===== src/hw/adc_fmt_map.svh =====
// Constants for the serial output formatter: widths, latencies, mode codes
`ifndef ADC_FMT_MAP_SVH
`define ADC_FMT_MAP_SVH

`define NUM_LANES 8
`define SAMPLE_W 14
`define WORD_W 16
`define PIPE_DEPTH 11
`define LAT_DEFAULT 11
`define LAT_LOW 8
`define RES_SEL_12 2'h3
`define RES_SEL_14 2'h0
`define RES_SEL_16 2'h1
`define RES_AUX_12 3'h2
`define RES_AUX_NONE 3'h0
`define BITS_12 5'hc
`define BITS_14 5'he
`define BITS_16 5'h10
`define RESET_BIT_IDX 5'hd

`endif


===== src/hw/adc_fmt_pkg.sv =====
// Types shared by the serial output formatter
`include "adc_fmt_map.svh"
package adc_fmt_pkg;
    typedef enum logic [1:0] {MODE_12, MODE_14, MODE_16} res_mode_t;
    typedef logic [`SAMPLE_W-1:0] sample_t;
    typedef sample_t [`NUM_LANES-1:0] sample_bus_t;
    typedef logic [`WORD_W-1:0] word_t;
endpackage


===== src/hw/lane_ctl_if.sv =====
// Load and shift control from the frame sequencer to one lane serializer
`timescale 1ns/10ps
`default_nettype none
interface lane_ctl_if;
    logic load;
    logic shift;
    adc_fmt_pkg::word_t word;
    modport ctl (output load, output shift, output word);
    modport lane (input load, input shift, input word);
endinterface
`default_nettype wire


===== src/hw/lane_serializer.sv =====
// One output lane: loads a 16-bit word and shifts it out MSB first
`timescale 1ns/10ps
`default_nettype none
`include "adc_fmt_map.svh"
module lane_serializer (
    input wire logic clk,
    input wire logic sys_rst,
    lane_ctl_if.lane ctl,
    output var logic bit_out
);
    import adc_fmt_pkg::*;

    word_t sh_r;
    word_t sh_nxt;

    always_comb begin
        sh_nxt = sh_r;
        if (ctl.load) begin
            sh_nxt = ctl.word;
        end else if (ctl.shift) begin
            sh_nxt = {sh_r[`WORD_W-2:0], 1'b0};
        end
    end

    always_ff @(posedge clk or posedge sys_rst) begin
        if (sys_rst) begin
            sh_r <= 16'h0000;
        end else begin
            sh_r <= sh_nxt;
        end
    end

    assign bit_out = sh_r[`WORD_W-1];
endmodule
`default_nettype wire


===== src/hw/adc_serial_output_formatter.sv =====
// Serial output formatter: sample latency pipe, resolution modes, bit and frame clocks
//
// Contract
// [RQ1] Each sample reaches the lanes 11 sample periods after capture, or 8 with low latency set.
// [RQ2] Results are 14 bits inside; 12-bit output drops the two lowest bits.
// [RQ3] 16-bit output sends the 14-bit result followed by two zero bits.
// [RQ4] Select 11/010 gives 12 bits at 6 bit clocks, 00/000 14 at 7, 01/000 16 at 8; the code sends one bit per bit clock, so 12, 14 and 16.
// [RQ5] The frame clock lane is timed exactly like the data lanes against the bit clock.
// [RQ6] The receiver marks words by the frame clock rising edge and takes the configured bit count.
`timescale 1ns/10ps
`default_nettype none
`include "adc_fmt_map.svh"
module adc_serial_output_formatter (
    input wire logic clk,
    input wire logic sys_rst,
    input wire adc_fmt_pkg::sample_bus_t sample_data,
    input wire logic low_latency_pin,
    input wire logic [1:0] res_sel_pin,
    input wire logic [2:0] res_aux_pin,
    output logic serial_bit_clock,
    output logic word_frame_clock,
    output logic [`NUM_LANES-1:0] data_lane,
    output logic sample_strobe
);
    import adc_fmt_pkg::*;

    // ********************************
    // Pin synchronisers
    // ********************************
    logic [5:0] cfg_meta_r;
    logic [5:0] cfg_sync_r;

    always_ff @(posedge clk or posedge sys_rst) begin
        if (sys_rst) begin
            cfg_meta_r <= 6'h00;
            cfg_sync_r <= 6'h00;
        end else begin
            cfg_meta_r <= {low_latency_pin, res_sel_pin, res_aux_pin};
            cfg_sync_r <= cfg_meta_r;
        end
    end

    // Unlisted select codes fall back to 14 bits rather than stall the link
    function automatic res_mode_t decode_mode(input logic [1:0] sel, input logic [2:0] aux);
        res_mode_t m;
        m = MODE_14;
        if (sel == `RES_SEL_12 && aux == `RES_AUX_12) begin
            m = MODE_12;
        end else if (sel == `RES_SEL_16 && aux == `RES_AUX_NONE) begin
            m = MODE_16;
        end
        return m;
    endfunction

    function automatic logic [4:0] bits_of(input res_mode_t m);
        logic [4:0] n;
        unique case (m)
            MODE_12: n = `BITS_12;
            MODE_14: n = `BITS_14;
            MODE_16: n = `BITS_16;
            default: n = `BITS_14;
        endcase
        return n;
    endfunction

    // ********************************
    // Frame sequencer
    // ********************************
    logic ph_r;
    logic ph_nxt;
    logic [4:0] cnt_r;
    logic [4:0] cnt_nxt;
    res_mode_t mode_r;
    res_mode_t mode_nxt;
    logic lowlat_r;
    logic lowlat_nxt;
    logic word_frame_clock_r;
    logic word_frame_clock_nxt;
    logic strobe_r;
    logic load;
    logic shift;
    logic [4:0] nbits_r;
    sample_bus_t pipe_r [`PIPE_DEPTH];
    sample_bus_t pipe_nxt [`PIPE_DEPTH];
    sample_bus_t tap;

    assign nbits_r = bits_of(mode_r);

    // Bit clock is clk/2; lanes change as it falls, so the receiver samples mid-bit on its rise
    always_comb begin
        ph_nxt = ~ph_r;
        cnt_nxt = cnt_r;
        mode_nxt = mode_r;
        lowlat_nxt = lowlat_r;
        load = 1'b0;
        shift = 1'b0;
        pipe_nxt = pipe_r;
        if (ph_r) begin
            if (cnt_r == nbits_r - 5'h1) begin
                cnt_nxt = 5'h00;
                load = 1'b1;
                // Mode and latency only change on a word boundary
                mode_nxt = decode_mode(cfg_sync_r[4:3], cfg_sync_r[2:0]); // RQ4
                lowlat_nxt = cfg_sync_r[5]; // RQ1
                pipe_nxt[0] = sample_data;
                for (int i = 1; i < `PIPE_DEPTH; i++) begin
                    pipe_nxt[i] = pipe_r[i-1];
                end
            end else begin
                cnt_nxt = cnt_r + 5'h1;
                shift = 1'b1;
            end
        end
        // Half a frame high, counted in half bits so odd word lengths stay at 50 %
        word_frame_clock_nxt = ({cnt_nxt, ph_nxt} < {1'b0, bits_of(mode_nxt)}); // RQ5
    end

    // Tap taken from the pipe before this capture shifts it in
    assign tap = lowlat_nxt ? pipe_r[`LAT_LOW-1] : pipe_r[`LAT_DEFAULT-1]; // RQ1

    always_ff @(posedge clk or posedge sys_rst) begin
        if (sys_rst) begin
            ph_r <= 1'b0;
            cnt_r <= `RESET_BIT_IDX;
            mode_r <= MODE_14;
            lowlat_r <= 1'b0;
            word_frame_clock_r <= 1'b0;
            strobe_r <= 1'b0;
            for (int i = 0; i < `PIPE_DEPTH; i++) begin
                pipe_r[i] <= '0;
            end
        end else begin
            ph_r <= ph_nxt;
            cnt_r <= cnt_nxt;
            mode_r <= mode_nxt;
            lowlat_r <= lowlat_nxt;
            word_frame_clock_r <= word_frame_clock_nxt;
            strobe_r <= load;
            pipe_r <= pipe_nxt;
        end
    end

    // ********************************
    // Lanes
    // ********************************
    logic [`NUM_LANES-1:0] lane_bit;

    for (genvar g = 0; g < `NUM_LANES; g++) begin : g_lane
        lane_ctl_if ctl ();
        assign ctl.load = load;
        assign ctl.shift = shift;
        // Left aligned: 12-bit frames stop before the two low bits, 16-bit send the zeros
        assign ctl.word = {tap[g], 2'b00}; // RQ2 RQ3
        lane_serializer u_lane (
            .clk(clk),
            .sys_rst(sys_rst),
            .ctl(ctl),
            .bit_out(lane_bit[g])
        );
    end

    assign serial_bit_clock = ph_r;
    assign word_frame_clock = word_frame_clock_r;
    assign data_lane = lane_bit;
    assign sample_strobe = strobe_r;

    // ********************************
    // Checks
    // ********************************
    logic [5:0] frm_len_r;
    logic [4:0] prev_bits_r;
    logic seen_r;

    always_ff @(posedge clk or posedge sys_rst) begin
        if (sys_rst) begin
            frm_len_r <= 6'h00;
            prev_bits_r <= 5'h00;
            seen_r <= 1'b0;
        end else if (strobe_r) begin
            frm_len_r <= 6'h01;
            prev_bits_r <= nbits_r;
            seen_r <= 1'b1;
        end else begin
            frm_len_r <= frm_len_r + 6'h01;
        end
    end
endmodule
`default_nettype wire


===== config.mk =====
export PLATFORM = sky130hd
export DESIGN_NAME = adc_serial_output_formatter
export DESIGN_NICKNAME = d
export VERILOG_FILES = /design/src/hw/adc_fmt_pkg.sv /design/src/hw/lane_ctl_if.sv /design/src/hw/lane_serializer.sv /design/src/hw/adc_serial_output_formatter.sv
export VERILOG_INCLUDE_DIRS = /design/src /design/src/hw
export SDC_FILE = /design/constraint.sdc
export NUM_CORES = 2
export LEC_CHECK = 0
export BUFFER_PORTS_ARGS = -buffer_cell sky130_fd_sc_hd__buf_2
export CORE_MARGIN = 3
export CORE_UTILIZATION = 40
export DETAILED_ROUTE_END_ITERATION = 10
export PLACE_DENSITY_LB_ADDON = 0.25
export SKIP_LAST_GASP = 1
export SYNTH_ARGS = -nofsm -noshare
export SYNTH_HDL_FRONTEND = slang
export SYNTH_HIERARCHICAL = 1
export SYNTH_SLANG_ARGS = --single-unit

===== constraint.sdc =====
create_clock -name clk -period 81.9 [get_ports clk]
set_input_delay 16.38 -clock clk [delete_from_list [all_inputs] [get_ports clk]]
set_output_delay 16.38 -clock clk [all_outputs]
set_load 0.01 [all_outputs]

==> metrics <==
Tot Pwr=1.40 mW; # Post-CTS Setup Buffers=0; Ys Warns=6; Final Cell Area=roughly 61000 um^2; type of the tightest min-delay check=reg -> reg; met2 usage=0.174; grt met1 use=0.176; Avg Synthesized Cell Area=16.0 um^2; Max rail drop VDD=roughly 0.015 mV; min Tclk post-route=about 19 ns; gr usage total=0.121; Die ar.=approximately 140000 um^2; largest net degree at the start of global routing=about 190; Total Neg Setup Slack=0 ns; crit end category=asynchronous set/reset pin; commonest non-fill, non-tap cell in the layout=dfrtp_1; met3 GRT Util=0.0320; Max Cap Viol=0; top cell type's share of synthesized area=0.644; Hold Path Cell Cnt=0; worst skew pair latency=between 0.7 and 0.8 ns; Sink Count=between 1000 and 1500; initial core utilization=0.405; Switching Fraction=0.207; # port buffers=130; vias in the first global route=26800; footprint of the multi-input gates=17900 um^2; Post-Route Skew=0.0275 ns; Clock Power Share=0.478; Seq pwr share=0.500; total gr overflow=0; Iter 0 DRT Violations=about 1300; Nets=roughly 3600; actual slew at the worst max-slew pin=roughly 1.2 ns; RePlAce Congestion=around 0.68; TritonRoute pass-1 iters=5; outcome=complete, no violations; fin. max-slew vios=0; PD cells=between 20 and 25 nW/um^2; # fillers=approximately 12000; leading area contributor after synthesis=dfrtp_1; Worst Reg-to-Reg Cells=8; CTS max path bufs=3; global-route wire length before repair=roughly 140000 um; H-tree level count=4; worst rel slew slack=0.224; Placed Cells=5102; Reg clk slew, reported paths=~0.060 ns; unrepaired setup endpoints after global routing=no; number of gates resized after cts=0; area grow syn2layout=13.2%; post-detailed-placement cell area=roughly 56000 um^2; logic gate share of total power=0.022; synthesized area=roughly 54000 um^2; initial antenna violation count=2; drt total wl=81200 um; Mapped Cells=3359; Achievable Freq=about 52 MHz; Final period util=0.234; Pleak=roughly 31 nW; root buf cell=clkbuf_16; Netlist cell types=35; Final Non-Filler Cells=approximately 5400; Worst Path Max Fanout=about 100; share of layout cells above drive strength 1=0.465; GRT busiest layer=met1; # setup viols final=0; die width=roughly 370 um; final hold violations=0; DP HPWL=45900 um; Worst Path Required=82.62 ns; TritonCTS clock tree=yes; most frequent cells in the layout=dfrtp_1 (1379), mux2_2 (1275), clkbuf_16 (155); std cell rows=around 130; via count=between 20000 and 30000; Sw Pwr=0.290 mW; Routed WL per cell=15.1 um; total core area=between 100000 and 150000 um^2; Critical Path AT=roughly 20 ns; ANT nets after route=0; DR DRC count=0; number of synthesized register bits=about 1400; # IOs=around 130; Internal=1.11 mW; Sequential Area=34600 um^2; Die H=~370 um; Setup Crit Path Kind=in -> async; sequential share of the synthesized area=0.646; Hold Buf Count CTS=0; CTS Buf Count=150; ranking of synthesized cells by area=dfrtp_1 (64%), mux2_2 (27%), mux2i_1 (2.3%); via density per instance=a little under 5; type of origin of the critical path=primary input
-- kinds of logic after synthesis --
| family | synth area share |
|---|---|
| and+or+nand+nor | 0.0117 |
| DFF | 0.646 |
| adders and majority gates | 0.000934 |
| buffers and inverters | 0.0220 |
| AOI/OAI and AO/OA | 0.0141 |
| xor gates and xnor gates | 0.000817 |
| other | 0.0000699 |
| muxes | 0.305 |
-- worst paths after layout --
check	startpoint	end	slack, ns
min reg2reg	cfg_meta_r[0]$_DFF_PP0_	cfg_sync_r[0]$_DFF_PP0_	0.35
max	sys_rst	pipe_r[821]$_DFFE_PP0P_	62.76
min in group asynchronous	sys_rst	g_lane[4].u_lane/sh_r[3]$_DFFE_PP0P_	15.94
max reg2reg	mode_r[0]$_DFF_PP1_	pipe_r[826]$_DFFE_PP0P_	76.51
min	cfg_meta_r[0]$_DFF_PP0_	cfg_sync_r[0]$_DFF_PP0_	0.35
max in group clk	serial_bit_clock$_DFF_PP0_	serial_bit_clock	63.99
-- sequential cells by signal (all words and copies together) (netlist names), 2 cells and up --
name and flops:
cfg_sync_r 6, cfg_meta_r 6, pipe_r 1232, mode_r 2, cnt_r 5, g_lane.u_lane/sh_r 128
-- power groups by stage --
stage | logic, mW | registers, mW | clock network, mW
2_1_floorplan | 0.0228 | 0.713 | 0
5_1_grt | 0.0362 | 0.703 | 0.724
6_report | 0.0310 | 0.702 | 0.670
3_3_place_gp | 0.0323 | 0.714 | 0
4_1_cts | 0.0330 | 0.702 | 0.695
3_5_place_dp | 0.0328 | 0.714 | 0
-- cells in the mapped netlist --
| master | count |
|---|---|
| a211oi_1 | 1 |
| a21bo_2 | 1 |
| a21o_1 | 1 |
| a221o_1 | 1 |
| a22o_1 | 1 |
| a31oi_1 | 1 |
| and2_1 | 1 |
| and3b_1 | 1 |
| buf_12 | 8 |
| buf_2 | 156 |
| buf_4 | 7 |
| buf_6 | 8 |
| clkbuf_1 | 12 |
| conb_1 | 1 |
| dfrtp_1 | 1379 |
| dfstp_2 | 4 |
| ha_1 | 4 |
| inv_1 | 13 |
| mux2_1 | 69 |
| mux2_2 | 1275 |
| mux2i_1 | 121 |
| nand2_1 | 134 |
| nand2b_1 | 8 |
| nand3_1 | 1 |
| nand4_1 | 2 |
| nor2_1 | 6 |
| nor3_2 | 1 |
| o2111ai_2 | 1 |
| o211ai_1 | 2 |
| o21a_1 | 2 |
| o21ai_0 | 58 |
| o21ai_1 | 72 |
| o311ai_0 | 1 |
| or4_1 | 1 |
| xor2_1 | 5 |
-- through the flow --
step                worst slack (ns)  hold WS (ns)  utilization
finish                         62.76         0.352        0.459
CTS                            62.58         0.357        0.459
floorplan                      30.16         0.331            -
detailed placement             61.78         0.348        0.421
global route                   62.16         0.363        0.459
global placement               61.79         0.334        0.421
-- area by class of cell --
class                   count  share of cell area
repair buffers            164              0.0155
inverters                  13             0.00105
multi-input cells        1787               0.295
well taps                1755              0.0362
flip-flops and latches   1383               0.570
diodes                      1           0.0000412
clock inverters            36             0.00762
clock buffers             229              0.0746
-- routing by layer --
layer,part of all wire,vias to the layer above
li1,-,12200
met1,0.50,13200
met2,0.43,289
met3,0.045,144
met4,0.021,0
met5,0,-
-- worst max-delay path, cell delays in order --
cell and delay [ns]:
buf_2 0.24, inv_8 0.54, buf_4 0.74, buf_4 0.82
buf_4 0.84
Power figures use the tool's default switching activity.
